File: config.mk
export PLATFORM = sky130hd
export DESIGN_NAME = touch_scan_result_readout
export DESIGN_NICKNAME = d
export VERILOG_FILES = /design/src/touch_readout_pkg.sv /design/src/touch_scan_result_readout.sv /design/src/result_capture.sv
export VERILOG_INCLUDE_DIRS = /design/src
export SDC_FILE = /design/constraint.sdc
export NUM_CORES = 1
export LEC_CHECK = 0
export ABC_AREA = 1
export BUFFER_PORTS_ARGS = -buffer_cell sky130_fd_sc_hd__clkbuf_2
export CAP_MARGIN = 10
export CORE_MARGIN = 5
export CORE_UTILIZATION = 40
export DETAILED_ROUTE_END_ITERATION = 12
export PLACE_DENSITY_LB_ADDON = 0.25
export REMOVE_ABC_BUFFERS = 1
export SETUP_SLACK_MARGIN = 0.3
export SYNTH_ARGS = -nofsm -noshare
export SYNTH_HDL_FRONTEND = slang
export SYNTH_HIERARCHICAL = 1
export SYNTH_SLANG_ARGS = --single-unit
File: constraint.sdc
create_clock -name clk_i -period 3.02 [get_ports clk_i]
set_input_delay 0.302 -clock clk_i [delete_from_list [all_inputs] [get_ports clk_i]]
set_output_delay 0.302 -clock clk_i [all_outputs]
set_load 0.1 [all_outputs]
File: src/touch_readout_map.svh
// Register map, field positions, reset values and opcodes of the readout.
// Assumes inclusion by bare name from the design files.
`ifndef TOUCH_READOUT_MAP_SVH
`define TOUCH_READOUT_MAP_SVH
// ----------------------------------------------------------------
// Offsets
// ----------------------------------------------------------------
`define ADDR_SELECT     8'h81
`define ADDR_BASE_HI    8'h82
`define ADDR_BASE_LO    8'h83
`define ADDR_DIFF_HI    8'h84
`define ADDR_DIFF_LO    8'h85
`define ADDR_RAW_HI     8'h86
`define ADDR_RAW_LO     8'h87
`define ADDR_STATUS     8'h88
`define ADDR_COMMAND    8'ha0
// ----------------------------------------------------------------
// Fields and values
// ----------------------------------------------------------------
`define SEL_EN_BIT      7
`define SEL_MASK_F      1:0
`define SEL_RESET       8'h00
`define SEL_EN_RESET    1'b0
`define MASK_BTN1       2'h1
`define MASK_BTN2       2'h2
`define MASK_NONE       2'h0
`define BYTE_ZERO       8'h00
`define WORD_ZERO       16'h0000
`define OP_FW_REV       8'h00
`define OP_SAVE_NVM     8'h01
`define FW_REV_BYTE     8'h10
`endif

File: src/touch_readout_pkg.sv
// Types shared by the readout design.
// Assumes the map header for numeric values.
package touch_readout_pkg;
  typedef enum logic [1:0] {
    RD_NORMAL,
    RD_FW_REV
  } read_mode_t;
endpackage

File: src/touch_scan_result_readout.sv
// Register front end for touch scan results and device commands.
// Assumes a serial slave decodes bus cycles into byte strobes on clk_i,
// and a sensing core supplies per-button results on the same clock.
`timescale 1ns/1ps
`include "touch_readout_map.svh"
module touch_scan_result_readout
(
  input  wire logic        clk_i,
  input  wire logic        nrst_i,
  input  wire logic        wr_i,
  input  wire logic        rd_i,
  input  wire logic [7:0]  addr_i,
  input  wire logic [7:0]  wdata_i,
  input  wire logic [1:0]  sense_cfg_i,
  input  wire logic        scan_done_i,
  input  wire logic [15:0] base1_i,
  input  wire logic [15:0] diff1_i,
  input  wire logic [15:0] raw1_i,
  input  wire logic [15:0] base2_i,
  input  wire logic [15:0] diff2_i,
  input  wire logic [15:0] raw2_i,
  input  wire logic [1:0]  sensor_on_flags_i,
  output logic      [7:0]  rdata_o,
  output logic             rvalid_o,
  output logic      [7:0]  cmd_o,
  output logic             cmd_valid_o,
  output logic             save_nvm_o
);
  // ----------------------------------------------------------------
  // Helpers
  // ----------------------------------------------------------------
  function automatic logic one_hot2(input logic [1:0] m);
    one_hot2 = (m == `MASK_BTN1) || (m == `MASK_BTN2);
  endfunction

  function automatic logic [7:0] hi_byte(input logic [15:0] w);
    hi_byte = w[15:8];
  endfunction

  function automatic logic [7:0] lo_byte(input logic [15:0] w);
    lo_byte = w[7:0];
  endfunction

  // ----------------------------------------------------------------
  // Select register
  // ----------------------------------------------------------------
  logic                   read_en;
  logic [1:0]             button_select_mask;
  touch_readout_pkg::read_mode_t mode;
  logic [15:0]            base_w;
  logic [15:0]            diff_w;
  logic [15:0]            raw_w;
  logic [15:0]            sel_base;
  logic [15:0]            sel_diff;
  logic [15:0]            sel_raw;
  logic                   capture;
  logic [1:0]             sensor_on_flags;
  logic [7:0]             next_rdata;
  logic                   sel_wr;
  logic                   cmd_wr;

  assign sel_wr = wr_i && (addr_i == `ADDR_SELECT);
  assign cmd_wr = wr_i && (addr_i == `ADDR_COMMAND);

  always_ff @(posedge clk_i)
  begin
    if (!nrst_i)
      read_en <= `SEL_EN_RESET;
    else if (sel_wr)
      read_en <= wdata_i[`SEL_EN_BIT];
  end

  always_ff @(posedge clk_i)
  begin
    if (!nrst_i)
      button_select_mask <= `MASK_NONE;
    else if (sel_wr && one_hot2(wdata_i[`SEL_MASK_F])
             && ((wdata_i[`SEL_MASK_F] & sense_cfg_i) != `MASK_NONE))
      button_select_mask <= wdata_i[`SEL_MASK_F];
  end

  // ----------------------------------------------------------------
  // Result capture
  // ----------------------------------------------------------------
  always_comb
  begin
    sel_base = `WORD_ZERO;
    sel_diff = `WORD_ZERO;
    sel_raw  = `WORD_ZERO;
    unique case (button_select_mask)
      `MASK_BTN1:
      begin
        sel_base = base1_i;
        sel_diff = diff1_i;
        sel_raw  = raw1_i;
      end
      `MASK_BTN2:
      begin
        sel_base = base2_i;
        sel_diff = diff2_i;
        sel_raw  = raw2_i;
      end
      default:
      begin
        sel_base = `WORD_ZERO;
        sel_diff = `WORD_ZERO;
        sel_raw  = `WORD_ZERO;
      end
    endcase
  end

  // Capturing only at scan end keeps byte pairs from the same scan
  assign capture = read_en && scan_done_i
                   && (button_select_mask != `MASK_NONE);

  result_capture u_capture
  (
    .clk_i     (clk_i),
    .nrst_i    (nrst_i),
    .capture_i (capture),
    .base_i    (sel_base),
    .diff_i    (sel_diff),
    .raw_i     (sel_raw),
    .base_o    (base_w),
    .diff_o    (diff_w),
    .raw_o     (raw_w)
  );

  always_ff @(posedge clk_i)
  begin
    if (!nrst_i)
      sensor_on_flags <= `MASK_NONE;
    else
      sensor_on_flags <= sensor_on_flags_i & sense_cfg_i;
  end

  // ----------------------------------------------------------------
  // Command register
  // ----------------------------------------------------------------
  always_ff @(posedge clk_i)
  begin
    if (!nrst_i)
    begin
      cmd_o       <= `BYTE_ZERO;
      cmd_valid_o <= 1'b0;
    end
    else
    begin
      cmd_valid_o <= cmd_wr;
      if (cmd_wr)
        cmd_o <= wdata_i;
    end
  end

  always_ff @(posedge clk_i)
  begin
    if (!nrst_i)
      save_nvm_o <= 1'b0;
    else
      save_nvm_o <= cmd_wr && (wdata_i == `OP_SAVE_NVM);
  end

  // Revision byte is served once, then normal decoding resumes
  always_ff @(posedge clk_i)
  begin
    if (!nrst_i)
      mode <= touch_readout_pkg::RD_NORMAL;
    else if (cmd_wr)
      mode <= (wdata_i == `OP_FW_REV) ? touch_readout_pkg::RD_FW_REV
                                       : touch_readout_pkg::RD_NORMAL;
    else if (rd_i)
      mode <= touch_readout_pkg::RD_NORMAL;
  end

  // ----------------------------------------------------------------
  // Read path
  // ----------------------------------------------------------------
  always_comb
  begin
    next_rdata = `BYTE_ZERO;
    if (mode == touch_readout_pkg::RD_FW_REV)
      next_rdata = `FW_REV_BYTE;
    else
      unique case (addr_i)
        `ADDR_SELECT:  next_rdata = {read_en, 5'h00, button_select_mask};
        `ADDR_BASE_HI: next_rdata = hi_byte(base_w);
        `ADDR_BASE_LO: next_rdata = lo_byte(base_w);
        `ADDR_DIFF_HI: next_rdata = hi_byte(diff_w);
        `ADDR_DIFF_LO: next_rdata = lo_byte(diff_w);
        `ADDR_RAW_HI:  next_rdata = hi_byte(raw_w);
        `ADDR_RAW_LO:  next_rdata = lo_byte(raw_w);
        `ADDR_STATUS:  next_rdata = {6'h00, sensor_on_flags};
        default:       next_rdata = `BYTE_ZERO;
      endcase
  end

  always_ff @(posedge clk_i)
  begin
    if (!nrst_i)
    begin
      rdata_o  <= `BYTE_ZERO;
      rvalid_o <= 1'b0;
    end
    else
    begin
      rvalid_o <= rd_i;
      if (rd_i)
        rdata_o <= next_rdata;
    end
  end

  // ----------------------------------------------------------------
  // Checks
  // ----------------------------------------------------------------
  bad_mask_kept_a: assert property (
    @(posedge clk_i) disable iff (!nrst_i)
    sel_wr && !one_hot2(wdata_i[`SEL_MASK_F]) |=> $stable(button_select_mask))
    else $error("mask changed on invalid write");

  unsensed_kept_a: assert property (
    @(posedge clk_i) disable iff (!nrst_i)
    sel_wr && ((wdata_i[`SEL_MASK_F] & sense_cfg_i) == `MASK_NONE)
    |=> $stable(button_select_mask))
    else $error("mask changed to unsensed pin");

  enable_bit_a: assert property (
    @(posedge clk_i) disable iff (!nrst_i)
    sel_wr |=> read_en == $past(wdata_i[`SEL_EN_BIT]))
    else $error("enable bit not taken");

  hold_disabled_a: assert property (
    @(posedge clk_i) disable iff (!nrst_i)
    !read_en ##1 !read_en
    |-> $stable(raw_w) && $stable(base_w) && $stable(diff_w))
    else $error("results moved while disabled");

  cmd_strobe_a: assert property (
    @(posedge clk_i) disable iff (!nrst_i)
    cmd_wr |=> cmd_valid_o && cmd_o == $past(wdata_i))
    else $error("command not issued");

  save_cmd_a: assert property (
    @(posedge clk_i) disable iff (!nrst_i)
    save_nvm_o |-> cmd_valid_o && cmd_o == `OP_SAVE_NVM)
    else $error("save without save command");

  fw_rev_read_a: assert property (
    @(posedge clk_i) disable iff (!nrst_i)
    mode == touch_readout_pkg::RD_FW_REV && rd_i
    |=> rvalid_o && rdata_o == `FW_REV_BYTE)
    else $error("revision byte not returned");

  base_hi_read_a: assert property (
    @(posedge clk_i) disable iff (!nrst_i)
    rd_i && mode == touch_readout_pkg::RD_NORMAL
    && addr_i == `ADDR_BASE_HI |=> rdata_o == $past(base_w[15:8]))
    else $error("baseline high byte wrong");

  diff_lo_read_a: assert property (
    @(posedge clk_i) disable iff (!nrst_i)
    rd_i && mode == touch_readout_pkg::RD_NORMAL
    && addr_i == `ADDR_DIFF_LO |=> rdata_o == $past(diff_w[7:0]))
    else $error("difference low byte wrong");

  fw_rev_arm_a: assert property (
    @(posedge clk_i) disable iff (!nrst_i)
    cmd_wr && wdata_i == `OP_FW_REV
    |=> mode == touch_readout_pkg::RD_FW_REV)
    else $error("revision read not armed");

  fw_rev_once_a: assert property (
    @(posedge clk_i) disable iff (!nrst_i)
    mode == touch_readout_pkg::RD_FW_REV && rd_i && !cmd_wr
    |=> mode == touch_readout_pkg::RD_NORMAL)
    else $error("revision served twice");

  whole_capture_a: assert property (
    @(posedge clk_i) disable iff (!nrst_i)
    capture |=> base_w == $past(sel_base) && diff_w == $past(sel_diff)
    && raw_w == $past(sel_raw))
    else $error("result words not captured together");

  status_read_a: assert property (
    @(posedge clk_i) disable iff (!nrst_i)
    rd_i && mode == touch_readout_pkg::RD_NORMAL && addr_i == `ADDR_STATUS
    |=> rdata_o == {6'h00, $past(sensor_on_flags)})
    else $error("status byte wrong");

  raw_hi_read_a: assert property (
    @(posedge clk_i) disable iff (!nrst_i)
    rd_i && mode == touch_readout_pkg::RD_NORMAL
    && addr_i == `ADDR_RAW_HI |=> rdata_o == $past(raw_w[15:8]))
    else $error("raw count high byte wrong");

  select_btn1_a: assert property (
    @(posedge clk_i) disable iff (!nrst_i)
    sel_wr && wdata_i[`SEL_MASK_F] == `MASK_BTN1
    && (sense_cfg_i & `MASK_BTN1) != `MASK_NONE
    |=> button_select_mask == `MASK_BTN1)
    else $error("button 1 not selected");

  select_btn2_a: assert property (
    @(posedge clk_i) disable iff (!nrst_i)
    sel_wr && wdata_i[`SEL_MASK_F] == `MASK_BTN2
    && (sense_cfg_i & `MASK_BTN2) != `MASK_NONE
    |=> button_select_mask == `MASK_BTN2)
    else $error("button 2 not selected");
endmodule

File: src/result_capture.sv
// Coherent capture of the three 16-bit results of one input.
// Assumes the sensing core presents a one-cycle scan_done pulse per scan.
`timescale 1ns/1ps
`include "touch_readout_map.svh"
module result_capture
(
  input  wire logic        clk_i,
  input  wire logic        nrst_i,
  input  wire logic        capture_i,
  input  wire logic [15:0] base_i,
  input  wire logic [15:0] diff_i,
  input  wire logic [15:0] raw_i,
  output logic      [15:0] base_o,
  output logic      [15:0] diff_o,
  output logic      [15:0] raw_o
);
  // Whole words load together so high and low bytes stay paired
  always_ff @(posedge clk_i)
  begin
    if (!nrst_i)
    begin
      base_o <= `WORD_ZERO;
      diff_o <= `WORD_ZERO;
      raw_o  <= `WORD_ZERO;
    end
    else if (capture_i)
    begin
      base_o <= base_i;
      diff_o <= diff_i;
      raw_o  <= raw_i;
    end
  end
endmodule

==> results of run 1 <==
==> Yosys cell counts <==
cell,n
or2_4,1
nor3_1,1
buf_6,9
nand2_1,260
nand2_2,5
buf_1,4
inv_2,4
nor2_4,1
ha_1,5
nand3_1,47
clkbuf_1,13
inv_1,74
a211oi_1,1
and3_1,1
dfxtp_1,73
nand4_1,1
nor2_2,7
nor2_8,1
buf_4,1
o21ai_0,9
buf_2,12
a21oi_1,61
clkinv_1,1
nor2_1,148
==> per-layer routing <==
metal	vias to the layer above	GRT usage	part of all wire
li1	2474	-	-
met1	1949	0.2264	0.48
met2	102	0.2788	0.45
met3	8	0.03607	0.061
met4	0	0.04751	0.0091
met5	-	0	0
==> cell type report <==
cell class | instances | area (µm²)
sequential | 73 | 1461
timing repair buffer | 146 | 760.7
multi-input combinational | 549 | 2332
tap | 140 | 175.2
clock inverter | 2 | 12.51
fill | 1224 | 5497
inverter | 79 | 296.5
clock buffer | 14 | 162.7
==> registers in the layout, summed over array words and instances (netlist names) <==
signal	count
cmd_o	8
u_capture/diff_o	16
button_select_mask	2
rdata_o	8
u_capture/base_o	16
mode	1
cmd_valid_o	1
rvalid_o	1
u_capture/raw_o	16
save_nvm_o	1
read_en	1
sensor_on_flags	2
==> through the flow <==
stage	util	cells	setup WS [ns]	power, mW
finish	0.4862	1003	1.111	1.822
CTS	0.4862	1003	1.088	1.842
floorplan	-	701	-0.8748	1.050
detailed placement	0.4698	987	1.123	1.155
global route	0.4862	1003	0.8469	1.902
global placement	0.4698	987	1.144	1.156
==> tightest hold or removal path, stage by stage <==
cell and delay [ns]:
clkbuf_2 0.08, nand2_1 0.05, nor2_1 0.03
==> cell families after synthesis <==
kind of cell	Yosys count
flops	73
simple gates	473
compound gates	71
buf+inv	118
fa+ha+maj	5
==> worst paths after layout <==
kind | to | startpoint
worst max register to register | u_capture/base_o[5] | button_select_mask[0]
worst max-delay path | u_capture/base_o[5] | button_select_mask[0]
worst min-delay path | sensor_on_flags[1] | sensor_on_flags_i[1]
worst min register to register | u_capture/diff_o[2] | u_capture/diff_o[2]
==> power groups by stage <==
stage,Clock (mW),Sequential (mW),Combinational (mW)
2_1_floorplan,0,0.999,0.0511
3_3_place_gp,0,0.988,0.167
3_5_place_dp,0,0.988,0.167
4_1_cts,0.708,0.966,0.168
5_1_grt,0.750,0.966,0.187
6_report,0.690,0.966,0.166
==> metrics.md, run 1 <==
| Metric | Value |
|---|---|
| Simple-Gate Fraction of Synth Area | 0.4406 |
| Worst VDD drop | 0.1759 mV |
| CTS Hold Buffers Added | 0 |
| Hold Slack | 0.1588 ns |
| Final Cycle Share | 0.6321 |
| RSZ-0062 raised after global routing | no |
| Area leader, netlist | dfxtp_1 |
| Slew headroom | 0.3919 |
| Chip Width | 113.8 µm |
| Yosys warning count | 6 |
| Logic pwr share | 0.091 |
| Worst path depth | 7 |
| Pleak | 2.201 nW |
| Clock sink total | 73 |
| Fmax | 523.9 MHz |
| Via density | 4.519 |
| Die ar. | 0.01295 mm² |
| Max_cap viols | 0 |
| Most frequent cells in the layout | nand2_1, nor2_1, clkbuf_2, inv_1, dfxtp_1 |
| CP max FO | 32 |
| Net Sw Frac | 0.2407 |
| Critical path class | reg2reg |
| Worst hold-check path type | in2reg |
| Status | completed |
| Seq cells post-synth | 73 |
| Slew Limit Fails | 0 |
| Syn Inst Count | 740 |
| ANT cells | 0 |
| Synth Area in XOR/XNOR | 0 |
| Post-DP Area | 0.005026 mm² |
| Largest net degree at the start of global routing | 49 |
| Vias in the first global route | 4,087 |
| Initial Util | 0.4029 |
| WP data required | 3.26 ns |
| Worst reg2reg path depth | 7 |
| Slowest cell on crit path | nor2_4 |
| Clock buffer depth | 2 |
| Nets | 984 |
| Slew @ Worst Pin | 0.9121 ns |
| Critical path launch point type | register |
| Reg-to-reg setup timing slack | 1.11 ns |
| Largest family of logic cells by synthesized area | simple AND/OR/NAND/NOR gates |
| Most used cell along the critical path | nand2_1 |
| Bufs and invs on worst path | 2 |
| Global-route wire length before repair | 18.23 mm |
| Design Area, Final | 0.005201 mm² |
| Area fraction in compound gates after synthesis | 0.08302 |
| Htree depth | 3 |
| Top post-synthesis cells by area | dfxtp_1, nand2_1, nor2_1 |
| Pwr/cell area | 350.3 mW/mm² |
| CTS tree | yes |
| Setup bufs post-CTS | 0 |
| Commonest non-fill, non-tap cell in the layout | nand2_1 |
| IO buf count | 139 |
| Worst setup EP type | register |
| Ordered cell list for the critical path | inv_1, ha_1, nor2_4, buf_4, nand2_1, nand2_1, nor2_1 |
| CTS Root Cell | clkbuf_8 |
| Clock skew | 0.008685 ns |
| Share of power burned in registers | 0.530 |
| Area share of fa/ha/maj cells after synthesis | 0.01451 |
| Sw power | 0.4385 mW |
| Detailed Route Iter0 Violations | 260 |
| Hold Path Depth | 3 |
| # rows | 38 |
| Clk pwr share | 0.379 |
| DRT Pass-1 Iters | 5 |
| Post-CTS sizing | 0 |
| Clock slew at reported path FFs | 0.07 ns |
| Layout cells sized above 1 | 0.2097 |
| Crit-path leading delay family | simple AND/OR/NAND/NOR gates |
| Grt total ovfl | 0 |
| Routed Antenna Nets | 0 |
| Mux cell area share after synthesis | 0 |
| # setup viols final | 0 |
| Cell-internal power | 1.383 mW |
| Area of the core | 0.01070 mm² |
| Mean Syn Cell Area | 5.825 µm² |
| IO Pins | 140 |
| Wire length per cell | 10.90 µm |
| Mapped cell area | 0.004310 mm² |
| Routability congestion estimate | 0.8297 |
| Crit path largest cell delay | 0.58 ns |
| Area share of the largest cell type after synthesis | 0.3390 |
| Via Count | 4,533 |
| Synth unique cells | 24 |
| CP Data Arrival Time | 2.15 ns |
| Minimum clock period | 1.909 ns |
| Hold Fails Final Rpt | 0 |
| CTS Buf Count | 9 |
| Final setup TNS | 0 ns |
| GRT Total Usage | 0.1698 |
| Initial antenna violation count | 0 |
| Sequential share of the synthesized area | 0.3390 |
| Total routed wirelength | 10.93 mm |
| Detailed Place HPWL | 8.239 mm |
| Die height | 113.8 µm |
| Area growth from synthesis to layout | 20.67% |
| Clk_lat worst skew | 0.35 ns |
| Drc violations | 0 |
No activity file was read; power rests on OpenSTA's default activity.
==> run 2, diff against run 1 <==
==> constraint.sdc (replaced) <==
create_clock -name clk_i -period 1.91 [get_ports clk_i]
set_input_delay 0.191 -clock clk_i [delete_from_list [all_inputs] [get_ports clk_i]]
set_output_delay 0.191 -clock clk_i [all_outputs]
set_load 0.1 [all_outputs]
==> run 2 against run 1 <==
Net effect:
- first-iteration DRC count shrank 10%
- register-to-register slack got worse by 0.64 ns
- wire length rose by 5.0%
- setup slack lost 0.64 ns
- worst hold slack worse by 0.12 ns
- clock skew decreased by 0.0015 ns
- global-route usage is 0.58 points higher
- sequential power rose by 58%
- fmax rose by 32%
- total power grew 75%
- via count rose by 0.15%
- largest power group unchanged
- highest routed layer unchanged
==> metrics.md, run 2 (same netlist as run 1, synthesis figures left out) <==
| Metric | Value |
|---|---|
| Status | completed |
| IO Pins | 140 (unchanged) |
| RSZ-0062 raised after global routing | yes |
| Largest net degree at the start of global routing | 67 (+37%) |
| Grt total ovfl | 0 (unchanged) |
| Fmax | 692.7 MHz (+32%) |
| Worst setup EP type | register |
| Die height | 113.8 µm (unchanged) |
| IO buf count | 139 (unchanged) |
| Total routed wirelength | 11.49 mm (+5.0%) |
| Slew Limit Fails | 0 (unchanged) |
| Most frequent cells in the layout | nand2_1, nor2_1, clkbuf_2, inv_1, dfxtp_1 |
| Critical path class | reg2reg |
| Design Area, Final | 0.005339 mm² (+2.6%) |
| Clk_lat worst skew | 0.36 ns (about the same) |
| Critical path origin | button_select_mask[1] |
| # setup viols final | 0 (unchanged) |
| Clock slew at reported path FFs | 0.07 ns (about the same) |
| Slew headroom | 0.6120 (+0.2201) |
| Layout cells sized above 1 | 0.2189 (+0.009161) |
| Clock sink total | 73 (unchanged) |
| Vias in the first global route | 4,061 (-0.64%) |
| Htree depth | 3 (unchanged) |
| Area growth from synthesis to layout | 23.86% |
| ANT cells | 0 (unchanged) |
| Pwr/cell area | 596.3 mW/mm² (+70%) |
| Area of the core | 0.01070 mm² (unchanged) |
| Bufs and invs on worst path | 4 (+2) |
| Post-layout power | 3.184 mW (+75%) |
| Max_cap viols | 0 (unchanged) |
| Minimum clock period | 1.444 ns (-0.4653 ns) |
| Final Cycle Share | 0.7558 (+0.1237) |
| Crit path largest cell delay | 0.37 ns (-0.21 ns) |
| Commonest non-fill, non-tap cell in the layout | nand2_1 |
| Worst hold-check path type | in2reg |
| Hold Slack | 0.04373 ns (-0.1151 ns) |
| CTS tree | yes |
| # rows | 38 (unchanged) |
| CP max FO | 24 (-25%) |
| Worst VDD drop | 0.2569 mV (+46%) |
| Die ar. | 0.01295 mm² (unchanged) |
| Slew @ Worst Pin | 0.5844 ns (-0.3277 ns) |
| Worst Hold Launch | sensor_on_flags_i[0] |
| Global-route wire length before repair | 18.52 mm (+1.6%) |
| Via Count | 4,540 (+0.15%) |
| Via density | 4.504 (-0.34%) |
| Crit-path leading delay family | buffers and inverters |
| CP Data Arrival Time | 1.74 ns (-0.41 ns) |
| Drc violations | 0 (unchanged) |
| R2r startpoint | button_select_mask[1] |
| Final setup TNS | 0 ns (unchanged) |
| Initial antenna violation count | 0 (unchanged) |
| Hold Fails Final Rpt | 0 (unchanged) |
| Chip Width | 113.8 µm (unchanged) |
| Pleak | 2.276 nW (+3.4%) |
| Clock buffer depth | 2 (unchanged) |
| GRT Total Usage | 0.1756 (+0.005754) |
| Initial Util | 0.4029 (unchanged) |
| CTS Hold Buffers Added | 0 (unchanged) |
| Routed Antenna Nets | 0 (unchanged) |
| Slowest cell on crit path | dfxtp_1 |
| CTS Buf Count | 9 (unchanged) |
| Detailed Route Iter0 Violations | 233 (-10%) |
| CTS Root Cell | clkbuf_8 |
| Wire length per cell | 11.39 µm (+4.5%) |
| Nets | 989 (+0.51%) |
| WP data required | 2.21 ns (-1.05 ns) |
| Top flop regs | u_capture/base_o x16, u_capture/diff_o x16, u_capture/raw_o x16 |
| Detailed Place HPWL | 8.305 mm (+0.80%) |
| Clock skew | 0.007152 ns (-0.001532 ns) |
| Ordered cell list for the critical path | inv_1, ha_1, inv_2, clkbuf_16, a21oi_1, inv_1, nand2_1, nand2_1, nor2_1 |
| Routability congestion estimate | 0.7923 (-4.5%) |
| DRT Pass-1 Iters | 4 (-1) |
| Critical path launch point type | register |
| Post-DP Area | 0.005081 mm² (+1.1%) |
-- run 2: changes by cell type in the layout (fill, tap and decap cells not counted) --
cell,delta
clkbuf_1,-3
buf_6,+1
buf_4,+1
clkinv_2,+1
bufinv_16,+2
buf_12,+2
clkbuf_16,+1
inv_2,+1
inv_1,-1
-- run 2: timing repair --
item                                    4_1_cts  5_1_grt
resized for setup                             0        2
endpoints found under the setup margin        0        7
setup buffers                                 0        0
-- run 2: worst paths after layout --
path                          to  slack (ns)  cells past startpoint
max          u_capture/raw_o[10]        0.47                      9
min           sensor_on_flags[0]        0.04                      3
max reg2reg  u_capture/raw_o[10]        0.47                      9
min reg2reg           rdata_o[0]        0.46                      2
-- run 2: per-layer routing --
layer  vias up  track usage  share of wire
met2       114       0.2831           0.44
met4         0      0.06888          0.019
met3        17      0.04138          0.065
met5         -            0              0
met1      1918       0.2275           0.47
li1       2491            -              -
-- run 2: final cells by class --
cell class	count	area (µm²)
clock buffer	11	151.4
sequential	73	1461
multi-input combinational	549	2332
timing repair buffer	151	844.6
tap	140	175.2
clock inverter	5	77.57
inverter	79	296.5
fill	1240	5359
-- run 2: metrics by stage --
step           worst slack [ns]  cells    util
6_report                 0.4664   1008  0.4991
2_1_floorplan            -1.985    701       -
3_5_place_dp             0.4005    991  0.4750
4_1_cts                  0.4012   1007  0.4964
3_3_place_gp             0.4084    991  0.4750
5_1_grt                  0.2980   1008  0.4991
-- run 2: tightest hold or removal path: cells and delay by family --
family,cells,cell delay [ns]
simple gates,2,0.09
buf+inv,1,0.08
-- run 2: where the power goes --
part | switching [mW] | internal, mW | total, mW
logic | 0.146 | 0.123 | 0.269
clock network | 0.586 | 0.802 | 1.39
registers | 0.00154 | 1.52 | 1.53
total | 0.734 | 2.45 | 3.18
